==> src/verilog/tmmc_pkg.sv <==
// Constants shared by the transponder memory and mode control block.
// Assumes a single system clock; the field clock is sampled as a plain input.
package tmmc_pkg;
  // Array shape
  localparam int PAGES = 8;
  localparam int PAGE_W = 32;
  localparam logic [2:0] PG_SERIAL = 3'h0;
  localparam logic [2:0] PG_KEY_LO = 3'h1;
  localparam logic [2:0] PG_KEY_HI = 3'h2;
  localparam logic [2:0] PG_CFG = 3'h3;
  localparam logic [2:0] PG_USER_FIRST = 3'h4;
  localparam logic [2:0] PG_LEGACY_LAST = 3'h5;
  localparam logic [2:0] PG_USER_LAST = 3'h7;
  // Configuration byte sits in the top byte of page 3
  localparam int CFG_MSB = 31;
  localparam int CFG_LSB = 24;
  localparam int KEY_HI_MSB = 31;
  localparam int KEY_HI_LSB = 16;
  // Configuration byte fields
  localparam int CFG_CODING = 0;
  localparam int CFG_VER_LO = 1;
  localparam int CFG_VER_HI = 2;
  localparam int CFG_SECURE = 3;
  localparam int CFG_LOCK67 = 4;
  localparam int CFG_LOCK45 = 5;
  localparam int CFG_LOCK3 = 6;
  localparam int CFG_LOCK12 = 7;
  // Version field codes
  localparam logic [1:0] VER_ANIMAL = 2'h0;
  localparam logic [1:0] VER_LEGACY = 2'h1;
  localparam logic [1:0] VER_EMUL = 2'h2;
  localparam logic [1:0] VER_FULL = 2'h3;
  // Standard configuration byte values
  localparam logic [7:0] CFG_STD_PLAIN = 8'h06;
  localparam logic [7:0] CFG_STD_SECURE = 8'h0E;
  localparam logic [7:0] CFG_STD_LEGACY = 8'h02;
  localparam logic [7:0] CFG_STD_ANIMAL = 8'h00;
  localparam logic [7:0] CFG_STD_EMUL = 8'h04;
  // Commands from the framing layer
  localparam logic [2:0] CMD_START = 3'h0;
  localparam logic [2:0] CMD_AUTH = 3'h1;
  localparam logic [2:0] CMD_READ = 3'h2;
  localparam logic [2:0] CMD_WRITE = 3'h3;
  localparam logic [2:0] CMD_HALT = 3'h4;
  // Timing: field clock edges for the waiting interval, and one more than the edges per broadcast word
  localparam int SYS_CLK_HZ = 25000000;
  localparam int LINK_PERIOD_NS = 320;
  localparam int WAIT_EDGES = 64;
  localparam int WORD_EDGES = 32;
  localparam int CNT_W = 16;
  // Top-level flow states
  typedef enum logic [5:0] {
    ST_LOAD = 6'h01,
    ST_WAIT = 6'h02,
    ST_AUTH = 6'h04,
    ST_OPEN = 6'h08,
    ST_HALT = 6'h10,
    ST_CAST = 6'h20
  } flow_state_t;
endpackage

==> src/verilog/word_buffer.sv <==
// Two-entry word buffer with valid/ready on both sides.
// Assumes DEPTH is a power of two; synchronous active-high reset.
`timescale 1ns/1ps
`default_nettype none
module word_buffer #(
  parameter int W = 33,
  parameter int DEPTH = 2
) (
  // Clock and reset
  input wire logic sys_clk_i,
  input wire logic sys_rst_i,
  // Fill side
  input wire logic in_valid_i,
  input wire logic [W-1:0] in_data_i,
  output logic in_ready_o,
  // Drain side
  output logic out_valid_o,
  output logic [W-1:0] out_data_o,
  input wire logic out_ready_i
);
  localparam int AW = (DEPTH > 1) ? $clog2(DEPTH) : 1;
  localparam logic [AW:0] FULL_CNT = (AW + 1)'(DEPTH);

  typedef struct packed {
    logic [DEPTH-1:0][W-1:0] mem;
    logic [AW-1:0] wp;
    logic [AW-1:0] rp;
    logic [AW:0] cnt;
  } buf_state_t;

  buf_state_t buf_reg;
  buf_state_t buf_next;
  logic push;
  logic pop;

  // Honest flags straight from the count
  assign in_ready_o = (buf_reg.cnt != FULL_CNT);
  assign out_valid_o = (buf_reg.cnt != '0);
  assign out_data_o = buf_reg.mem[buf_reg.rp];
  assign push = in_valid_i && in_ready_o;
  assign pop = out_valid_o && out_ready_i;

  // Pointer and count update; full refuses, so no word is lost on a stall
  always_comb begin
    buf_next = buf_reg;
    if (push) begin
      buf_next.mem[buf_reg.wp] = in_data_i;
      buf_next.wp = buf_reg.wp + 1'b1;
    end
    if (pop) begin
      buf_next.rp = buf_reg.rp + 1'b1;
    end
    if (push && !pop) begin
      buf_next.cnt = buf_reg.cnt + 1'b1;
    end else if (pop && !push) begin
      buf_next.cnt = buf_reg.cnt - 1'b1;
    end
  end

  // State register
  always_ff @(posedge sys_clk_i) begin
    if (sys_rst_i) begin
      buf_reg <= '0;
    end else begin
      buf_reg <= buf_next;
    end
  end
endmodule
`default_nettype wire

==> src/verilog/transponder_memory_mode_control.sv <==
// Memory array, configuration decode, access rights and mode flow of the transponder.
// Assumes command framing, cipher and modulator live outside; the field clock
// arrives asynchronous and is sampled here; reset stands for power-up.
`timescale 1ns/1ps
`default_nettype none
//
// Contract
// RQ1: Eight 32-bit pages, 256 bits, pages 0-7.
// RQ2: Secure mode: serial, key low, key high, config.
// RQ3: Plain mode: page 1 holds reader secret.
// RQ4: Configuration byte fetched from array at power-up.
// RQ5: Config in page 3; bit0 coding, bit3 secure.
// RQ6: Bits 2:1 pick broadcast variant or full.
// RQ7: Legacy broadcast repeats pages 4 and 5.
// RQ8: Animal-ID broadcast repeats pages 4 to 7.
// RQ9: Emulation broadcast repeats pages 4 to 7.
// RQ10: After field entry wait for start command.
// RQ11: Authenticate before any page read or write.
// RQ12: Plain mode unencrypted, secure mode encrypted.
// RQ13: Plain mode checks reader secret before access.
// RQ14: Halt on request, then stay silent.
// RQ15: Broadcast starts after waiting interval expires.
// RQ16: Start during waiting interval leads to authentication.
// RQ17: Bit 4 set locks pages 6 and 7.
// RQ18: Bit 5 set locks pages 4 and 5.
// RQ19: Bit 6 locks page 3, never clears.
// RQ20: Bit 7 blocks writes pages 1-2, permanent.
// RQ21: Bit 7 hides page 1; page 2 per mode.
// RQ22: Reader writes final pages before setting locks.
// RQ23: Standard config values decode to their modes.
// RQ24: Key high and low form 48-bit key.
// RQ25: Reader secret compared for identity with page 1.
// RQ26: Write to locked page leaves contents unchanged.
module transponder_memory_mode_control
  import tmmc_pkg::*;
#(
  parameter int WAIT_LINK_EDGES = tmmc_pkg::WAIT_EDGES,
  parameter int WORD_LINK_EDGES = tmmc_pkg::WORD_EDGES,
  parameter logic [tmmc_pkg::PAGES-1:0][tmmc_pkg::PAGE_W-1:0] INIT_IMAGE = {
    32'h0000_0000, 32'h0000_0000, 32'h0000_0000, 32'h0000_0000,
    32'h0600_0000, 32'h0000_0000, 32'h0000_0000, 32'h1234_5678
  }
) (
  // Clock and reset
  input wire logic sys_clk_i,
  input wire logic sys_rst_i,
  // Field clock from the analog front end
  input wire logic field_clk_i,
  // Command from the framing layer
  input wire logic cmd_valid_i,
  input wire logic [2:0] cmd_code_i,
  input wire logic [2:0] cmd_page_i,
  input wire logic [tmmc_pkg::PAGE_W-1:0] cmd_data_i,
  input wire logic cipher_ok_i,
  output logic cmd_ready_o,
  // Answers and broadcast words toward the modulator
  output logic resp_valid_o,
  output logic [tmmc_pkg::PAGE_W-1:0] resp_data_o,
  output logic resp_err_o,
  input wire logic resp_ready_i,
  // Mode and status
  output logic [7:0] mode_and_lock_byte_o,
  output logic coding_biphase_o,
  output logic encrypt_o,
  output logic authorized_o,
  output logic silent_o,
  output logic broadcasting_o,
  output logic [47:0] key_o
);
  import tmmc_pkg::*;

  localparam logic [CNT_W-1:0] WAIT_LAST = CNT_W'(WAIT_LINK_EDGES - 1);
  localparam logic [CNT_W-1:0] WORD_LAST = CNT_W'(WORD_LINK_EDGES - 1);

  typedef struct packed {
    flow_state_t state;
    logic [PAGES-1:0][PAGE_W-1:0] mem;
    logic [7:0] cfg;
    logic biphase;
    logic [2:0] sync;
    logic [CNT_W-1:0] cnt;
    logic [2:0] bpage;
  } ctl_state_t;

  ctl_state_t ctl_reg;
  ctl_state_t ctl_next;
  logic push_valid;
  logic [PAGE_W:0] push_data;
  logic push_ready;
  logic link_edge;
  logic is_secure;
  logic is_cast_cfg;
  logic [1:0] version;
  logic rd_ok;
  logic wr_ok;
  logic auth_ok;
  logic [2:0] cast_last;
  logic [PAGE_W-1:0] wr_word;

  // Rising field-clock edge seen only behind the second sampling stage
  assign link_edge = ctl_reg.sync[1] && !ctl_reg.sync[2];

  // Configuration decode from the latched byte
  assign is_secure = ctl_reg.cfg[CFG_SECURE]; // RQ5
  assign version = ctl_reg.cfg[CFG_VER_HI:CFG_VER_LO]; // RQ6
  assign is_cast_cfg = (version != VER_FULL); // RQ23
  assign cast_last = (version == VER_LEGACY) ? PG_LEGACY_LAST : PG_USER_LAST; // RQ7 RQ8 RQ9

  // Read rights per page
  always_comb begin
    rd_ok = 1'b1;
    if (ctl_reg.cfg[CFG_LOCK12] && cmd_page_i == PG_KEY_LO) begin
      rd_ok = 1'b0; // RQ21
    end
    if (ctl_reg.cfg[CFG_LOCK12] && cmd_page_i == PG_KEY_HI && is_secure) begin
      rd_ok = 1'b0; // RQ21
    end
  end

  // Write rights per page; serial page never writable
  always_comb begin
    unique case (cmd_page_i)
      PG_SERIAL: wr_ok = 1'b0;
      3'h1, 3'h2: wr_ok = !ctl_reg.cfg[CFG_LOCK12]; // RQ20
      PG_CFG: wr_ok = !ctl_reg.cfg[CFG_LOCK3]; // RQ19
      3'h4, 3'h5: wr_ok = !ctl_reg.cfg[CFG_LOCK45]; // RQ18
      3'h6, 3'h7: wr_ok = !ctl_reg.cfg[CFG_LOCK67]; // RQ17
    endcase
  end

  // One-time lock bits in page 3 survive any later write
  always_comb begin
    wr_word = cmd_data_i;
    if (cmd_page_i == PG_CFG) begin
      wr_word[CFG_LSB + CFG_LOCK3] = cmd_data_i[CFG_LSB + CFG_LOCK3] | ctl_reg.cfg[CFG_LOCK3]; // RQ19
      wr_word[CFG_LSB + CFG_LOCK12] =
        cmd_data_i[CFG_LSB + CFG_LOCK12] | ctl_reg.cfg[CFG_LOCK12]; // RQ20
    end
  end

  // Plain mode: identity against page 1; secure mode: cipher verdict
  assign auth_ok = is_secure ? cipher_ok_i : (cmd_data_i == ctl_reg.mem[PG_KEY_LO]); // RQ13 RQ25

  // Flow, access and broadcast pacing
  always_comb begin
    ctl_next = ctl_reg;
    ctl_next.sync = {ctl_reg.sync[1:0], field_clk_i};
    push_valid = 1'b0;
    push_data = '0;
    cmd_ready_o = 1'b0;
    unique case (ctl_reg.state)
      ST_LOAD: begin
        // Power-up fetch; coding fixed by variant except in full operation
        ctl_next.cfg = ctl_reg.mem[PG_CFG][CFG_MSB:CFG_LSB]; // RQ4 RQ5
        unique case (ctl_reg.mem[PG_CFG][CFG_LSB + CFG_VER_HI:CFG_LSB + CFG_VER_LO])
          VER_ANIMAL: ctl_next.biphase = 1'b1; // RQ6
          VER_LEGACY: ctl_next.biphase = 1'b0; // RQ6
          VER_EMUL: ctl_next.biphase = 1'b1; // RQ6
          VER_FULL: ctl_next.biphase = ctl_reg.mem[PG_CFG][CFG_LSB + CFG_CODING]; // RQ5
        endcase
        ctl_next.cnt = '0;
        ctl_next.state = ST_WAIT;
      end
      ST_WAIT: begin
        // Only the start command is heard here; others are swallowed
        cmd_ready_o = 1'b1;
        if (cmd_valid_i && cmd_code_i == CMD_START) begin
          ctl_next.state = ST_AUTH; // RQ10 RQ16
        end else if (is_cast_cfg && link_edge) begin
          ctl_next.cnt = ctl_reg.cnt + 1'b1;
          if (ctl_reg.cnt == WAIT_LAST) begin
            ctl_next.state = ST_CAST; // RQ15
            ctl_next.cnt = '0;
            ctl_next.bpage = PG_USER_FIRST;
          end
        end
      end
      ST_AUTH: begin
        // Answer needs buffer room, so hold the command while full
        cmd_ready_o = push_ready;
        if (cmd_valid_i && push_ready) begin
          if (cmd_code_i == CMD_AUTH) begin
            push_valid = 1'b1;
            push_data = {!auth_ok, {PAGE_W{1'b0}}};
            ctl_next.state = auth_ok ? ST_OPEN : ST_WAIT; // RQ11
          end else if (cmd_code_i == CMD_HALT) begin
            ctl_next.state = ST_HALT; // RQ14
          end else if (cmd_code_i != CMD_START) begin
            push_valid = 1'b1;
            push_data = {1'b1, {PAGE_W{1'b0}}}; // RQ11
          end
        end
      end
      ST_OPEN: begin
        cmd_ready_o = push_ready;
        if (cmd_valid_i && push_ready) begin
          unique case (cmd_code_i)
            CMD_READ: begin
              push_valid = 1'b1;
              push_data = {!rd_ok, rd_ok ? ctl_reg.mem[cmd_page_i] : {PAGE_W{1'b0}}}; // RQ21
            end
            CMD_WRITE: begin
              push_valid = 1'b1;
              push_data = {!wr_ok, {PAGE_W{1'b0}}};
              if (wr_ok) begin
                ctl_next.mem[cmd_page_i] = wr_word; // RQ26
                if (cmd_page_i == PG_CFG) begin
                  ctl_next.cfg[CFG_LOCK3] = wr_word[CFG_LSB + CFG_LOCK3]; // RQ19
                  ctl_next.cfg[CFG_LOCK12] = wr_word[CFG_LSB + CFG_LOCK12]; // RQ20
                end
              end
            end
            CMD_HALT: ctl_next.state = ST_HALT; // RQ14
            default: ctl_next.state = ctl_reg.state;
          endcase
        end
      end
      ST_HALT: begin
        // Muted until the field drops; commands drained without answer
        cmd_ready_o = 1'b1; // RQ14
      end
      ST_CAST: begin
        // Read-only cycle of user pages; a full buffer holds the word back
        cmd_ready_o = 1'b1;
        if (ctl_reg.cnt == WORD_LAST) begin
          if (push_ready) begin
            push_valid = 1'b1;
            push_data = {1'b0, ctl_reg.mem[ctl_reg.bpage]}; // RQ7 RQ8 RQ9
            ctl_next.cnt = '0;
            ctl_next.bpage = (ctl_reg.bpage == cast_last) ? PG_USER_FIRST :
              ctl_reg.bpage + 1'b1;
          end
        end else if (link_edge) begin
          ctl_next.cnt = ctl_reg.cnt + 1'b1;
        end
      end
    endcase
  end

  // Reset is power-up: array reloads its image, flow restarts at the fetch
  always_ff @(posedge sys_clk_i) begin
    if (sys_rst_i) begin
      ctl_reg.state <= ST_LOAD;
      ctl_reg.mem <= INIT_IMAGE; // RQ1
      ctl_reg.cfg <= CFG_STD_ANIMAL;
      ctl_reg.biphase <= 1'b0;
      ctl_reg.sync <= 3'h0;
      ctl_reg.cnt <= '0;
      ctl_reg.bpage <= PG_USER_FIRST;
    end else begin
      ctl_reg <= ctl_next;
    end
  end

  // Output buffer so a stalled receiver loses no answer
  word_buffer #(
    .W(PAGE_W + 1),
    .DEPTH(2)
  ) u_out_buf (
    .sys_clk_i(sys_clk_i),
    .sys_rst_i(sys_rst_i),
    .in_valid_i(push_valid),
    .in_data_i(push_data),
    .in_ready_o(push_ready),
    .out_valid_o(resp_valid_o),
    .out_data_o({resp_err_o, resp_data_o}),
    .out_ready_i(resp_ready_i)
  );

  // Status straight from state flops
  assign mode_and_lock_byte_o = ctl_reg.cfg;
  assign coding_biphase_o = ctl_reg.biphase;
  assign authorized_o = (ctl_reg.state == ST_OPEN);
  assign encrypt_o = authorized_o && is_secure; // RQ12
  assign silent_o = (ctl_reg.state == ST_HALT);
  assign broadcasting_o = (ctl_reg.state == ST_CAST);
  assign key_o = {ctl_reg.mem[PG_KEY_HI][KEY_HI_MSB:KEY_HI_LSB], ctl_reg.mem[PG_KEY_LO]}; // RQ24 RQ2 RQ3
endmodule
`default_nettype wire

==> config.mk <==
export PLATFORM = sky130hd
export DESIGN_NAME = transponder_memory_mode_control
export DESIGN_NICKNAME = d
export VERILOG_FILES = /design/src/verilog/tmmc_pkg.sv /design/src/verilog/word_buffer.sv /design/src/verilog/transponder_memory_mode_control.sv
export SDC_FILE = /design/constraint.sdc
export NUM_CORES = 1
export LEC_CHECK = 0
export ABC_AREA = 1
export BUFFER_PORTS_ARGS = -buffer_cell sky130_fd_sc_hd__buf_2
export CAP_MARGIN = 20
export CORE_UTILIZATION = 35
export DETAILED_ROUTE_END_ITERATION = 8
export PLACE_DENSITY = 0.54
export SLEW_MARGIN = 10
export SYNTH_ARGS = -nofsm -noshare
export SYNTH_HDL_FRONTEND = slang
export SYNTH_SLANG_ARGS = --single-unit
==> constraint.sdc <==
create_clock -name sys_clk_i -period 2.7 [get_ports sys_clk_i]
set_input_delay 0.27 -clock sys_clk_i [delete_from_list [all_inputs] [get_ports sys_clk_i]]
set_output_delay 0.27 -clock sys_clk_i [all_outputs]
set_load 0.005 [all_outputs]
; ---- Word level (Yosys, flattened, before mapping)
; Cells that the tools add are included.
[word_totals]
register_bits = 363
inputBits = 44
out_inout_bits = 96
elab_cells = 185
[classes]
addsub = 6
magnitude_cmp = 6
eq_ne = 41
muxes = 64
bitwise_logic = 2
n_reduce_logical = 46
[op_table]
columns = cell, count
row1 = $mux 258, 2
row2 = $mux 33, 9
row3 = $mux 264, 1
row4 = $bwmux 256, 1
row5 = $bmux 32 s3, 2
row6 = $mux 32, 5
row7 = $pmux 33 s3, 1
row8 = $demux 32 s3, 1
row9 = $mux 19, 4
row10 = $bwmux 66, 1
row11 = $pmux 33 s2, 1
row12 = $pmux 16 s3, 1
row13 = $mux 6, 6
row14 = $demux 33 s1, 1
row15 = $eq 32x32->1, 1
row16 = $mux 16, 2
row17 = $pmux 6 s4, 1
row18 = $add 16x1->16 const B, 1
row19 = $eq 16x5->1 const B, 1
row20 = $eq 16x6->1 const B, 1
row21 = $eq 3x3->1 const B, 5
row22 = $reduce_and 5->1, 3
row23 = $logic_and 1x1->1, 14
row24 = $eq 3x2->1 const B, 4
row25 = 42 further kinds, 96

; ---- Longest topological paths before layout
[depth]
depth_word = 11
mapped_depth = 15
ltp_nobuf = 15

; ---- By module
; A second synthesis with hierarchy kept.
[unflattened]
hier_cells = 2949
area_unflattened_um2 = 19434.9
[modules_own_cells]
columns = module, n_inst, cells_per_inst, area_per_inst_um2, seq_area_each_um2
row1 = transponder_memory_mode_control, 1, 2425, 16191.8, 5865.6
row2 = word_buffer, 1, 524, 3243.1, 1401.3

; ---- Least setup slack after synthesis
; No wires, ideal clock.
[synth_timing]
path_type = register to register
from = register ctl_reg[3] (netlist bit)
to = register u_out_buf.buf_reg[1] (netlist bit)
setup_time_ns = 0.122
arrival_time_ns = 1.847
required_time_ns = 2.578
setup_slack_ns = 0.731
stages_incl_launch_ff = 13
n_path_buf = 0
period_less_slack_ns = 1.969
cell_sequence = dfxtp_1 -> ha_1 -> nand3_1 -> inv_2 -> nand2_1 -> nor2_1 -> nand4_1 -> nand2_1 -> ha_1 -> a21oi_1 -> o21ai_0 -> o21ai_0 -> a21oi_1
[synth_between]
elab_chain_cells = 7
elab_cells_between_ends = 9
cone_classes = eq/ne (1) / mux (3) / reduce/logical (5)
[synth_lines]
columns = element, line_no
row1 = start: declaration, transponder_memory_mode_control.sv:85  ; ctl_state_t ctl_reg;
row2 = start signal: assignment, transponder_memory_mode_control.sv:251  ; ctl_reg <= ctl_next;
row3 = $eq 16x5->1 (*), transponder_memory_mode_control.sv:225  ; if (ctl_reg.cnt == WORD_LAST) begin
row4 = $mux 1 (*), transponder_memory_mode_control.sv:225
row5 = $pmux 1 s3 (*), transponder_memory_mode_control.sv:151  ; unique case (ctl_reg.state)
row6 = $logic_and 1x1->1 (*), word_buffer.sv:40  ; assign push = in_valid_i && in_ready_o;
row7 = via u_out_buf.push, word_buffer.sv:33  ; logic push;
row8 = $logic_not 1->1, word_buffer.sv:55  ; end else if (pop && !push) begin
row9 = $logic_and 1x1->1, word_buffer.sv:55
row10 = $reduce_bool 2->1 (no line), n/a
row11 = end signal: assignment, word_buffer.sv:65  ; buf_reg <= buf_next;
row12 = end: declaration, word_buffer.sv:31  ; buf_state_t buf_reg;
; Mark *: on every way through the listed nets, which the timed path passes. The rest lies on a longest branch.
; A chain may end at the register's enable or synchronous reset.

; ---- Final worst setup path
; Same ends and word-level chain as after synthesis.

==> flow_metrics.env <==
export IMPL_overflow=0
export IMPL_finalCritPeriodShare=0.910
export IMPL_synthTopCellsByCount="494 x a21oi_1, 469 x o21ai_0, 396 x inv_1, 363 x dfxtp_1, 338 x nand2_1"
export IMPL_max_freq_mhz=407
export IMPL_max_cap_violations=0
export IMPL_grt_start_max_net_pins=72
export IMPL_seq_area_mm2=0.00727
export IMPL_critPathSlowestCell="dfxtp_1"
export IMPL_crit_arrival_ns=2.94
export IMPL_critPathRequiredTime_ns=3.19
export IMPL_cts_setup_buffers=0
export IMPL_vdd_drop_max_mv=0.399
export IMPL_total_power_mw=14.6
export IMPL_rows=84
export IMPL_tightest_slew_ns=0.843
export IMPL_syn_nets=2870
export IMPL_htree_num_levels=2
export IMPL_die_h_um=234
export IMPL_hold_path_class="in -> reg"
export IMPL_num_nets_final=2888
export IMPL_clk_path_buf_depth=3
export IMPL_yosys_warnings=0
export IMPL_postSynthAreaPerCell_um2=6.66
export IMPL_die_x_um=234
export IMPL_maxSlewViolCount=0
export IMPL_multiInputGateArea_mm2=0.00881
export IMPL_violations="design-rule violations"
export IMPL_antenna_found_initial=7
export IMPL_gp_congestion=0.905
export IMPL_crit_fanout=5
export IMPL_vias_per_cell=5.35
export IMPL_portBuffers=139
export IMPL_ys_flop_type="dfxtp_1"
export IMPL_drt_iter0_markers=1755
export IMPL_ys_ff_latch=363
export IMPL_cts_made_buffers=43
export IMPL_synth_top_cells_by_area="dfxtp_1 39%, a21oi_1 13%, o21ai_0 12%"
export IMPL_rr_worst_depth=12
export IMPL_grt_pass1_vias=17500
export IMPL_initial_core_util=0.356
export IMPL_synth_edf_count=0
export IMPL_clk_pin_slew_ns=0.06
export IMPL_outcome="finished with violations"
export IMPL_drc=9
export IMPL_critical_path_class="reg -> reg"
export IMPL_worstSetupEndpointType="flop"
export IMPL_ys_async_sr_fraction=0
export IMPL_rsz0062_at_grt="no"
export IMPL_min_period_ns=2.46
export IMPL_hold_violations=0
export IMPL_clk_latency_ns=0.58
export IMPL_pin_count=140
export IMPL_leakagePower_nw=8.60
export IMPL_ant_nets=0
export IMPL_yosysMostFrequentCell="a21oi_1"
export IMPL_cts_tree="yes"
export IMPL_largest_reg_flops=234
export IMPL_yosysTopAreaCell="dfxtp_1"
export IMPL_yosysSeqAreaShare=0.386
export IMPL_cts_sinks=363
export IMPL_track_usage=0.254
export IMPL_fin_hold_ws_ns=0.0364
export IMPL_yosysUniqueCellTypes=44
export IMPL_drt_wl_total_um=70200
export IMPL_grt_pass1_wl_um=106000
export IMPL_dpl_hpwl_um=47200
export IMPL_finalSetupTns_ns=0
export IMPL_fin_util=0.406
export IMPL_coreArea_mm2=0.0529
export IMPL_area_growth_pct=14.2
export IMPL_setup_violations=0
export IMPL_clock_skew_final_ns=0.0261
export IMPL_vias=19100
export IMPL_synthCells=2823
export IMPL_slew_headroom=0.437
export IMPL_power_density_mw_per_mm2=681
export IMPL_nFillCells=5481
export IMPL_syn_area_mm2=0.0188
export IMPL_max_stage_delay_ns=0.40
export IMPL_die_area_mm2=0.0547
export IMPL_routedWlPerCell_um=19.7
export IMPL_start_kind="flop"
export IMPL_netlist_area_leader_share=0.386
export IMPL_holdPathStages=3
export IMPL_crit_chain="ha_1, nand3_1, inv_2, nand2_1, nor2_1, nand4_1, nand2_2, ha_1, a21oi_1, o21ai_0, buf_4, a21oi_1"
export IMPL_drt_pass1_iterations=9
export IMPL_layout_drive_gt1_share=0.117
export IMPL_cts_root_buf="clkbuf_16"
## kinds of logic after synthesis
group                      count (synthesis)  synth area share
AOI/OAI and AO/OA                       1122             0.309
adders and majority gates                  3           0.00200
DFF                                      363             0.386
and+or+nand+nor                          660             0.147
buffers and inverters                    654             0.146
xor gates and xnor gates                  21           0.00978
## power breakdown
group,switching (mW),internal [mW]
logic,2.13,0.918
registers,0.0923,5.45
clock network,2.42,3.61
## critical path: cells and delay by family (launching register included)
family                     cells  cell delay (ns)
DFF                            1             0.40
AOI/OAI and AO/OA              3             0.36
buffers and inverters          2             0.27
adders and majority gates      2             0.50
and+or+nand+nor                5             0.84
## area by class of cell
class | count | area share
clock inverters | 11 | 0.00559
diodes | 2 | 0.000233
multi-input cells | 1806 | 0.410
well taps | 688 | 0.0401
repair buffers | 213 | 0.0700
flip-flops and latches | 363 | 0.339
clock buffers | 65 | 0.0624
inverters | 414 | 0.0729
## metrics by stage
| step | cell area (um2) | worst slack (ns) | instances |
|---|---|---|---|
| finish | 21500 | 0.243 | 3562 |
| global route | 21500 | 0.0384 | 3562 |
| CTS | 21500 | 0.175 | 3560 |
| detailed placement | 20000 | 0.210 | 3483 |
| global placement | 20000 | 0.209 | 3483 |
| floorplan | 18800 | 0.731 | 2823 |
## per-layer routing
metal  track usage  up-vias  part of all wire  wire length [um]
li1              -     9308                 -                 -
met3        0.0308      137             0.061              4320
met4         0.112        2             0.043              3010
met2         0.416      702              0.46             32000
met5             0        -           0.00014                10
met1         0.334     8924              0.44             30800
## layout by cell type, fill, tap and decap left out, types with 44 or more instances in the layout
cell / instances
o21ai_1: 77
buf_4: 53
a21oi_1: 494
o21ai_0: 469
buf_2: 139
clkbuf_16: 44
nor2_1: 200
inv_1: 395
dfxtp_1: 360
nand2_1: 336
## final timing paths
path / start / end / slack (ns)
max: ctl_reg[3]$_SDFFE_PP0P_ / u_out_buf.buf_reg[1]$_SDFFE_PP0P_ / 0.24
min: resp_ready_i / u_out_buf.buf_reg[2]$_SDFFE_PP0P_ / 0.04
max reg2reg: ctl_reg[3]$_SDFFE_PP0P_ / u_out_buf.buf_reg[1]$_SDFFE_PP0P_ / 0.24
min reg2reg: ctl_next[20]$_SDFF_PP0_ / ctl_next[21]$_SDFF_PP0_ / 0.41
## repair_timing
item	in CTS	in global routing
hold endpoints to repair	1	0
hold buffers	1	0
resized for setup	0	1
setup endpoints to repair	0	1
No activity file was read; power rests on OpenSTA's default activity.
